===== src/verilog/sdadc_defines.svh =====
// Register map, field positions, reset values and count limits
`ifndef SDADC_DEFINES_SVH
`define SDADC_DEFINES_SVH
`define SD_NUM_CH       6
`define SD_NUM_UNIT     2
// Channel register fields (address bits [2:0], slot = channel)
`define SD_F_MODE       3'h0
`define SD_F_CTRL       3'h1
`define SD_F_OSR        3'h2
`define SD_F_GAIN       3'h3
`define SD_F_OFFS       3'h4
// Unit register fields (slot 7)
`define SD_UNIT_SLOT    3'h7
`define SD_F_UCTRL      3'h0
`define SD_F_START      3'h1
`define SD_F_STOP       3'h2
`define SD_F_RESULT     3'h3
`define SD_F_AVG        3'h4
`define SD_F_STAT       3'h5
`define SD_F_ISTAT      3'h6
`define SD_F_IMASK      3'h7
// Channel mode field positions
`define SD_MODE_EN      0
`define SD_MODE_AVG     1
`define SD_MODE_ASEL    3:2
`define SD_MODE_CNT     28:16
// Unit control field positions
`define SD_UC_MODE      1:0
`define SD_UC_HWTRIG    2
`define SD_UC_STOP      3
// Result word positions
`define SD_RES_OVF      24
`define SD_RES_ERR      25
`define SD_RES_CH       30:28
// Reset values, correction scale, count limit and averaging base
`define SD_GAIN_RST     16'h4000
`define SD_OSR_RST      16'h0100
`define SD_GAIN_FRAC    14
`define SD_MAX_CNT      13'h1F60
`define SD_AVG_MIN_LOG2 3
`endif


===== src/verilog/sdadc_pkg.sv =====
// Types shared by the sigma-delta scan controller
package sdadc_pkg;
  typedef enum logic [1:0] {
    SCAN_CONT   = 2'b00,
    SCAN_SINGLE = 2'b01,
    SCAN_ONE    = 2'b10
  } scan_mode_e;
  typedef enum logic [1:0] {
    ST_IDLE = 2'b00,
    ST_REQ  = 2'b01,
    ST_WAIT = 2'b10
  } scan_state_e;
  typedef struct packed {
    logic [23:0] data;
    logic        ovf;
    logic        err;
  } sample_s;
  typedef struct packed {
    logic [2:0]  chan;
    logic [15:0] osr;
    logic [1:0]  disc_sel;
    logic        disc_en;
  } chan_cfg_s;
endpackage : sdadc_pkg


===== src/verilog/sdadc_scan_ctrl.sv =====
// Scan sequencer, correction, averaging and interrupts of the sigma-delta converter
//
// Behaviour
// - Scan converts enabled channels in ascending order from channel 0.
// - Each unit raises its own conversion-done request per result.
// - Each unit raises its own scan-done request when its scan finishes.
// - Error flag travels in the same result word as the value.
// - Result word holds 24-bit value, overflow, error and channel number.
// - Results get offset then gain correction from per-channel registers.
// - Channels 0..5 each have mode, control, oversampling, gain, offset registers.
// - Per-channel disconnection current select among four levels.
// - Event link trigger starts a scan as alternative to software.
// - Averages go to a separate average-result register.
// - Module stop halts the unit and withholds its converter clock.
// - Modes: continuous scan, single scan, one-shot conversion.
// - Per-channel conversion count up to 8032; zero counts as one conversion.
//
// The plain strobed port and the placing of the registers were left to the implementer.
`include "sdadc_defines.svh"
`timescale 1ns/1ps
`default_nettype none
module sdadc_scan_ctrl
  import sdadc_pkg::*;
#(
  parameter int NU = `SD_NUM_UNIT,
  parameter int NC = `SD_NUM_CH
)(
  input  wire logic                  clk_in,
  input  wire logic                  rst_in,
  input  wire logic [7:0]            addr_in,
  input  wire logic [31:0]           wdata_in,
  input  wire logic                  wr_in,
  input  wire logic                  rd_in,
  output logic      [31:0]           rdata_out,
  input  wire logic [NU-1:0]         hw_trig_in,
  output logic      [NU-1:0]         conv_start_out,
  output chan_cfg_s [NU-1:0]         cfg_out,
  output logic      [NU-1:0]         clk_en_out,
  input  wire logic [NU-1:0]         sample_valid_in,
  input  wire sample_s [NU-1:0]      sample_in,
  output logic                       unit0_conv_done_irq_out,
  output logic                       unit1_conv_done_irq_out,
  output logic                       unit0_scan_done_irq_out,
  output logic                       unit1_scan_done_irq_out,
  output logic                       irq_out
);
  // Per-unit results gathered for the shared read port and irq line
  logic [31:0]   rd_u   [NU];
  logic [NU-1:0] irq_u;
  logic [NU-1:0] cd_q;
  logic [NU-1:0] sd_q;
  logic [31:0]   rd_any;

  // ----------------------------------------------------------------
  // Next enabled channel at or above a start index
  // ----------------------------------------------------------------
  function automatic logic [3:0] next_ch(input logic [NC-1:0] en, input logic [2:0] from);
    logic [3:0] r;
    r = 4'h0;
    for (int i = 0; i < NC; i++)
    begin
      if (en[i] && (3'(i) >= from) && !r[3])
        r = {1'b1, 3'(i)};
    end
    return r;
  endfunction : next_ch

  // ----------------------------------------------------------------
  // One scan controller per converter unit
  // ----------------------------------------------------------------
  for (genvar u = 0; u < NU; u++)
  begin : g_unit
    localparam logic UID = 1'(u);
    logic [31:0]     mode_r [NC];
    logic [2:0]      ctl_r  [NC];
    logic [15:0]     osr_r  [NC];
    logic [15:0]     gain_r [NC];
    logic [23:0]     offs_r [NC];
    logic [3:0]      uctl_r;
    logic [31:0]     res_r;
    logic [23:0]     avg_r;
    logic [29:0]     acc_r;
    logic [6:0]      an_r;
    logic [1:0]      ist_r;
    logic [1:0]      imk_r;
    scan_state_e     st_r;
    logic [2:0]      cur_r;
    logic [12:0]     cnt_r;
    chan_cfg_s       cfg_r;
    logic            cd_r;
    logic            sd_r;
    logic            req_r;
    logic            sel;
    logic            is_unit;
    logic            is_ch;
    logic [2:0]      slot;
    logic [2:0]      fld;
    logic            go;
    logic            halt;
    logic            cd_ev;
    logic            sd_ev;
    logic            last;
    logic [3:0]      nc_first;
    logic [3:0]      nc_next;
    logic [NC-1:0]   en;
    logic [12:0]     tgt;
    scan_mode_e      smode;
    logic signed [24:0] diff;
    logic signed [41:0] prod;
    logic signed [41:0] shf;
    logic [23:0]     corr;
    logic            c_ovf;
    logic [6:0]      an_tgt;
    logic [29:0]     acc_sum;

    // Address decode
    assign sel     = (addr_in[7] == UID);
    assign slot    = addr_in[6:4];
    assign fld     = addr_in[2:0];
    assign is_unit = sel && (slot == `SD_UNIT_SLOT);
    assign is_ch   = sel && (slot < 3'(NC));
    assign smode   = scan_mode_e'(uctl_r[`SD_UC_MODE]);
    assign halt    = uctl_r[`SD_UC_STOP]
                   || (wr_in && is_unit && fld == `SD_F_STOP)
                   || (wr_in && is_unit && fld == `SD_F_UCTRL && wdata_in[`SD_UC_STOP]);

    // Software start or event link start
    assign go = (wr_in && is_unit && fld == `SD_F_START)
              || (hw_trig_in[u] && uctl_r[`SD_UC_HWTRIG]);

    // Enabled channel vector and scan positions
    for (genvar c = 0; c < NC; c++)
    begin : g_en
      assign en[c] = mode_r[c][`SD_MODE_EN];
    end
    assign nc_first = next_ch(en, 3'h0);
    assign nc_next  = next_ch(en, cur_r + 3'h1);

    // Conversion count of the current channel; zero acts as one
    assign tgt   = (mode_r[cur_r][`SD_MODE_CNT] == 13'h0) ? 13'h1
                 : (mode_r[cur_r][`SD_MODE_CNT] > `SD_MAX_CNT) ? `SD_MAX_CNT
                 : mode_r[cur_r][`SD_MODE_CNT];
    assign cd_ev = (st_r == ST_WAIT) && sample_valid_in[u] && !halt;
    assign last  = (cnt_r + 13'h1 >= tgt);
    assign sd_ev = cd_ev && last && (smode != SCAN_ONE) && !nc_next[3];

    // Offset then gain correction with saturation
    always_comb
    begin
      diff  = $signed({sample_in[u].data[23], sample_in[u].data})
            - $signed({offs_r[cur_r][23], offs_r[cur_r]});
      prod  = $signed({{17{diff[24]}}, diff}) * $signed({26'h0, gain_r[cur_r]});
      shf   = prod >>> `SD_GAIN_FRAC;
      c_ovf = 1'b0;
      corr  = shf[23:0];
      if (shf > $signed(42'h000007FFFFF))
      begin
        corr  = 24'h7FFFFF;
        c_ovf = 1'b1;
      end
      else if (shf < $signed(42'h3FFFF800000))
      begin
        corr  = 24'h800000;
        c_ovf = 1'b1;
      end
    end

    // Averaging block size: 8, 16, 32 or 64 results
    assign an_tgt  = 7'(7'h1 << (`SD_AVG_MIN_LOG2 + mode_r[cur_r][`SD_MODE_ASEL]));
    assign acc_sum = acc_r + {{6{corr[23]}}, corr};

    // Register writes: channel settings and unit control
    always_ff @(posedge clk_in)
    begin
      if (rst_in)
      begin
        for (int c = 0; c < NC; c++)
        begin
          mode_r[c] <= 32'h0;
          ctl_r[c]  <= 3'h0;
          osr_r[c]  <= `SD_OSR_RST;
          gain_r[c] <= `SD_GAIN_RST;
          offs_r[c] <= 24'h0;
        end
        uctl_r <= 4'h0;
        imk_r  <= 2'h0;
      end
      else if (wr_in && is_ch)
      begin
        case (fld)
          `SD_F_MODE: mode_r[slot] <= wdata_in & 32'h1FFF000F;
          `SD_F_CTRL: ctl_r[slot]  <= wdata_in[2:0];
          `SD_F_OSR:  osr_r[slot]  <= wdata_in[15:0];
          `SD_F_GAIN: gain_r[slot] <= wdata_in[15:0];
          `SD_F_OFFS: offs_r[slot] <= wdata_in[23:0];
          default: ;
        endcase
      end
      else if (wr_in && is_unit)
      begin
        case (fld)
          `SD_F_UCTRL: uctl_r <= wdata_in[3:0];
          `SD_F_IMASK: imk_r  <= wdata_in[1:0];
          default: ;
        endcase
      end
    end

    // Scan sequencer
    always_ff @(posedge clk_in)
    begin
      if (rst_in)
      begin
        st_r  <= ST_IDLE;
        cur_r <= 3'h0;
        cnt_r <= 13'h0;
      end
      else if (halt)
        st_r <= ST_IDLE;
      else
      begin
        case (st_r)
          ST_IDLE:
          begin
            if (go && nc_first[3])
            begin
              cur_r <= nc_first[2:0];
              cnt_r <= 13'h0;
              st_r  <= ST_REQ;
            end
          end
          ST_REQ: st_r <= ST_WAIT;
          ST_WAIT:
          begin
            if (cd_ev)
            begin
              cnt_r <= cnt_r + 13'h1;
              if (smode == SCAN_ONE)
                st_r <= ST_IDLE;
              else if (!last)
                st_r <= ST_REQ;
              else if (nc_next[3])
              begin
                cur_r <= nc_next[2:0];
                cnt_r <= 13'h0;
                st_r  <= ST_REQ;
              end
              else if (smode == SCAN_CONT && nc_first[3])
              begin
                cur_r <= nc_first[2:0];
                cnt_r <= 13'h0;
                st_r  <= ST_REQ;
              end
              else
                st_r <= ST_IDLE;
            end
          end
          default: st_r <= ST_IDLE;
        endcase
      end
    end

    // Result word with value, flags and channel
    always_ff @(posedge clk_in)
    begin
      if (rst_in)
        res_r <= 32'h0;
      else if (cd_ev)
      begin
        res_r                <= 32'h0;
        res_r[23:0]          <= corr;
        res_r[`SD_RES_OVF]   <= c_ovf | sample_in[u].ovf;
        res_r[`SD_RES_ERR]   <= sample_in[u].err;
        res_r[`SD_RES_CH]    <= cur_r;
      end
    end

    // Averaging into its own register
    always_ff @(posedge clk_in)
    begin
      if (rst_in || (st_r == ST_IDLE) || (cd_ev && last))
      begin
        acc_r <= 30'h0;
        an_r  <= 7'h0;
      end
      if (rst_in)
        avg_r <= 24'h0;
      else if (cd_ev && mode_r[cur_r][`SD_MODE_AVG])
      begin
        if (an_r + 7'h1 == an_tgt)
        begin
          avg_r <= 24'(acc_sum >>> (`SD_AVG_MIN_LOG2 + mode_r[cur_r][`SD_MODE_ASEL]));
          acc_r <= 30'h0;
          an_r  <= 7'h0;
        end
        else if (!last)
        begin
          acc_r <= acc_sum;
          an_r  <= an_r + 7'h1;
        end
      end
    end

    // Sticky events; a read clears, a new event wins
    always_ff @(posedge clk_in)
    begin
      if (rst_in)
        ist_r <= 2'h0;
      else
        ist_r <= ((rd_in && is_unit && fld == `SD_F_ISTAT) ? 2'h0 : ist_r) | {sd_ev, cd_ev};
    end

    // Event pulses, conversion request and datapath settings; the request
    // leaves one cycle after the channel index so the settings stand with it
    always_ff @(posedge clk_in)
    begin
      if (rst_in)
      begin
        cd_r  <= 1'b0;
        sd_r  <= 1'b0;
        req_r <= 1'b0;
        cfg_r <= '0;
      end
      else
      begin
        cd_r           <= cd_ev;
        sd_r           <= sd_ev;
        req_r          <= (st_r == ST_REQ) && !halt;
        cfg_r.chan     <= cur_r;
        cfg_r.osr      <= osr_r[cur_r];
        cfg_r.disc_sel <= ctl_r[cur_r][1:0];
        cfg_r.disc_en  <= ctl_r[cur_r][2];
      end
    end

    // Read mux of this unit
    always_comb
    begin
      rd_u[u] = 32'h0;
      if (is_ch)
      begin
        case (fld)
          `SD_F_MODE: rd_u[u] = mode_r[slot];
          `SD_F_CTRL: rd_u[u] = {29'h0, ctl_r[slot]};
          `SD_F_OSR:  rd_u[u] = {16'h0, osr_r[slot]};
          `SD_F_GAIN: rd_u[u] = {16'h0, gain_r[slot]};
          `SD_F_OFFS: rd_u[u] = {8'h0, offs_r[slot]};
          default:    rd_u[u] = 32'h0;
        endcase
      end
      else if (is_unit)
      begin
        case (fld)
          `SD_F_UCTRL:  rd_u[u] = {28'h0, uctl_r};
          `SD_F_RESULT: rd_u[u] = res_r;
          `SD_F_AVG:    rd_u[u] = {8'h0, avg_r};
          `SD_F_STAT:   rd_u[u] = {26'h0, cur_r, st_r != ST_IDLE, st_r};
          `SD_F_ISTAT:  rd_u[u] = {30'h0, ist_r};
          `SD_F_IMASK:  rd_u[u] = {30'h0, imk_r};
          default:      rd_u[u] = 32'h0;
        endcase
      end
    end

    assign cd_q[u]           = cd_r;
    assign sd_q[u]           = sd_r;
    assign conv_start_out[u] = req_r;
    assign cfg_out[u]        = cfg_r;
    assign clk_en_out[u]     = !uctl_r[`SD_UC_STOP];
    assign irq_u[u]          = |(ist_r & imk_r);
  end

  // ----------------------------------------------------------------
  // Shared read data and interrupt outputs
  // ----------------------------------------------------------------
  always_comb
  begin
    rd_any = 32'h0;
    for (int i = 0; i < NU; i++)
      rd_any = rd_any | rd_u[i];
  end

  // Read data stand for one cycle only
  always_ff @(posedge clk_in)
  begin
    if (rst_in)
      rdata_out <= 32'h0;
    else
      rdata_out <= rd_in ? rd_any : 32'h0;
  end

  assign irq_out                 = |irq_u;
  assign unit0_conv_done_irq_out = cd_q[0];
  assign unit1_conv_done_irq_out = cd_q[1];
  assign unit0_scan_done_irq_out = sd_q[0];
  assign unit1_scan_done_irq_out = sd_q[1];
endmodule : sdadc_scan_ctrl
`default_nettype wire


===== config.mk =====
export PLATFORM = sky130hd
export DESIGN_NAME = sdadc_scan_ctrl
export DESIGN_NICKNAME = d
export VERILOG_FILES = /design/src/verilog/sdadc_pkg.sv /design/src/verilog/sdadc_scan_ctrl.sv
export VERILOG_INCLUDE_DIRS = /design/src /design/src/verilog
export SDC_FILE = /design/constraint.sdc
export NUM_CORES = 2
export LEC_CHECK = 0
export BUFFER_PORTS_ARGS = -buffer_cell sky130_fd_sc_hd__clkbuf_2
export CAP_MARGIN = 20
export CORE_UTILIZATION = 52
export DETAILED_ROUTE_END_ITERATION = 8
export HOLD_SLACK_MARGIN = 0.15
export PLACE_DENSITY_LB_ADDON = 0.12
export SLEW_MARGIN = 20
export SYNTH_ARGS = -nofsm -noshare
export SYNTH_HDL_FRONTEND = slang
export SYNTH_SLANG_ARGS = --single-unit

===== constraint.sdc =====
create_clock -name clk_in -period 35.8 [get_ports clk_in]
set_input_delay 3.58 -clock clk_in [delete_from_list [all_inputs] [get_ports clk_in]]
set_output_delay 3.58 -clock clk_in [all_outputs]
set_load 0.01 [all_outputs]

==> reports/metrics.cfg <==
[run_status]
run_status=complete, but fails checks
violations=design-rule violations

[sta]
hold_viol_final=0
fin_setup_tns_ps=0
grt_setup_unrepaired=no
fin_crit_ps=17640
relSlewSlack_pct=19.1
fin_skew_ps=83.7
setup_viol=0
fin_crit_sh_pct=49.3
max_freq_mhz=56.7
final_max_slew_viol_count=0
tightest_slew_ps=1210

[yosys]
yosysUniqueCellTypes=100
synth_mux_area_share_pct=15.8
syn_inst=9965
ys_seq_elements=1535
synth_xor_area_share_pct=1.59
ys.flop_type=edfxtp_1
synth_edf_count=1216
synth_warnings=0
avgSynthCellArea_um2=11.2
synth-compound-area-share_pct=8.44
synthArstFlopShare_pct=0
yosysSeqAreaShare_pct=38.6
synth_adder_area_share_pct=18.1
synth_top_family_by_area=adder cells
synth-simple-area-share_pct=11.4
syn_area_um2=111000

[critical_path]
crit_fanout=80
reg2regPathDepth=46
critPathMaxStageDelay_ps=850
critical_path_class=reg -> reg
reg2reg_slack_ps=18160
startpoint_type=register
crit_path_frequent_cell=fa_1
cpMaxStageDelayCell=mux2i_1
cp.arrival_ps=18360
endpoint_kind=register
reg2reg_to=g_unit[1].avg_r[22]
crit_required_ps=36520

[worst_hold_path]
min-delay-start=g_unit[0].acc_r[29]
min_path_cells=2
hp-class=reg -> reg
min_to=g_unit[0].acc_r[29]

[detailed_routing]
ant_nets=0
vias_per_cell=6.20
via_count=81700
drc=20
first_pass_iters=9
wirelength_mm=361
drtIter0Drc=9238
wire_per_inst_um=27.4

[finish]
fin_cells=13200
area.growth.synth_to_final_pct=9.92
fin_nets=11400
final_cell_area_um2=122000
drive_above_1_share_pct=14.4
n_fill_cell=18200
post-route-util_pct=57.6

[clock_network]
numCtsBuffers=166
hold_buffers=0
insertion_delay_ps=870
cts_sinks=1535
clk_pin_slew_ps=60
cts_resized=0
postCtsSetupRepairBufs=0
cts-root-buf=clkbuf_16
clockBufferDepth=3
cts_tree=done
cts_max_level=4

[die]
dieHeight_um=464
die_area_um2=216000
core.rowCount=169
die_w_um=464
start_util_pct=52.4
core_area_um2=212000
ioPinCount=185

[global_routing]
grt_pass1_wl_mm=530
globalRouteTotalUtil_pct=33.5
grt.overflow.total=0
grt_pass1_vias=82500
grt_max_degree=90
antenna_found_initial=31

[place]
place_hpwl_mm=256
place_area_um2=117000
gp_congestion=0.939
dp.cells=12800
port_buffers=179

[flow_run]
maxCapViolCount=0

-- registers in the layout, indices dropped and copies added, names as in the netlist, 4 cells and up, named ones only --
signal and flops:
g_unit.st_r 4, g_unit.uctl_r 8, g_unit.offs_r 384, cfg_out 44, g_unit.osr_r 256, g_unit.imk_r 4
g_unit.acc_r 60, g_unit.avg_r 48, g_unit.cur_r 6, g_unit.ctl_r 48, g_unit.res_r 58, g_unit.cnt_r 26
g_unit.gain_r 256, rdata_out 31, g_unit.mode_r 272, g_unit.ist_r 4, g_unit.an_r 14
-- worst max-delay path by stage --
stage,start,to,slack [ps],cells after the start
after floorplan,sample_in[2],g_unit[0].avg_r[22],20490,48
after global placement,sample_in[28],g_unit[1].avg_r[22],17800,42
after detailed placement,sample_in[28],g_unit[1].avg_r[22],17860,45
after CTS,register,g_unit[0].avg_r[15],18590,46
after global routing,register,g_unit[1].avg_r[22],17460,46
final,register,g_unit[1].avg_r[22],18160,46
-- Yosys cell counts, types with 38 or more instances --
library cell	n	area share [%]
o21ai_0	293	1.3
mux2i_1	353	3.2
a311oi_1	38	0.30
a21o_1	67	0.45
o21a_1	39	0.26
nor2_1	1340	4.5
ha_1	356	4.0
edfxtp_1	1216	33
nor3_1	103	0.46
xnor2_1	128	1.0
clkbuf_1	499	1.7
nand2b_1	69	0.39
o22ai_1	79	0.44
mux2_2	51	0.52
o31ai_1	56	0.38
inv_1	1149	3.9
dfxtp_1	319	5.7
nand3_1	148	0.67
mux4_2	598	12
a21oi_1	282	1.3
fa_1	782	14
buf_2	42	0.19
a31oi_1	84	0.47
and2_1	46	0.26
nor2b_1	42	0.24
and3_1	139	0.78
or3_1	49	0.28
nand2_1	802	2.7
buf_1	97	0.33
a211oi_1	60	0.41
xor2_1	71	0.56
a22oi_1	108	0.73
-- cell usage in the layout, fill, tap and decap left out, types with 67 or more instances in the layout --
cell type  instances
inv_1           1148
nor2_1          1335
a22oi_1          108
dfxtp_1          307
conb_1           305
o21ai_0          266
and3_1           138
buf_4            204
a31oi_1           84
fa_1             782
a21o_1            67
mux2i_1          340
clkbuf_2         175
o22ai_1           79
xor2_1            71
edfxtp_1        1216
nand2b_1          68
ha_1             356
xnor2_1          127
nand3_1          148
nand2_1          797
mux4_2           598
a21oi_1          281
clkbuf_16        170
nor3_1            96
-- critical path, delay by kind of cell, from the launching register on --
| kind | cells | cell delay, ps |
|---|---|---|
| AO/OA/AOI/OAI | 21 | 7010 |
| adder cells (fa/ha/maj) | 9 | 4470 |
| AND/OR/NAND/NOR | 6 | 1600 |
| multiplexers | 2 | 1430 |
| buffers and inverters | 7 | 1300 |
| flip-flops | 1 | 820 |
| XOR/XNOR | 1 | 770 |
-- metrics by stage --
stage | setup WS, ps | hold slack, ps
global placement | 17800 | 427
finish | 18160 | 439
CTS | 18590 | 442
detailed placement | 17860 | 434
floorplan | 20490 | 417
global route | 17460 | 479
-- layout make-up --
cell class                 count  area [um^2]  area share [%]
multi-input combinational   6940        63200            51.7
inverter                    1149         4320            3.53
tap                         2821         3530            2.89
clock inverter                74          851           0.696
timing repair buffer         392         2620            2.14
clock buffer                 232         4690            3.84
sequential                  1535        42900            35.1
antenna                       18         45.0          0.0369
-- cells by family after synthesis --
family,count (synthesis)
adders and majority gates,1138
xor gates and xnor gates,200
buffers and inverters,1794
and+or+nand+nor,2898
DFF,1535
muxes,1002
other,1
AOI/OAI and AO/OA,1397
-- routing by layer --
layer  GRT usage [%]  wire length [um]
met2            52.2            165000
met4            17.1             20400
met1            45.0            140000
met3            6.08             34600
met5               0                46
Power is not shown: default switching activity piles up to over one toggle a cycle in this logic, so the estimate is an artifact.
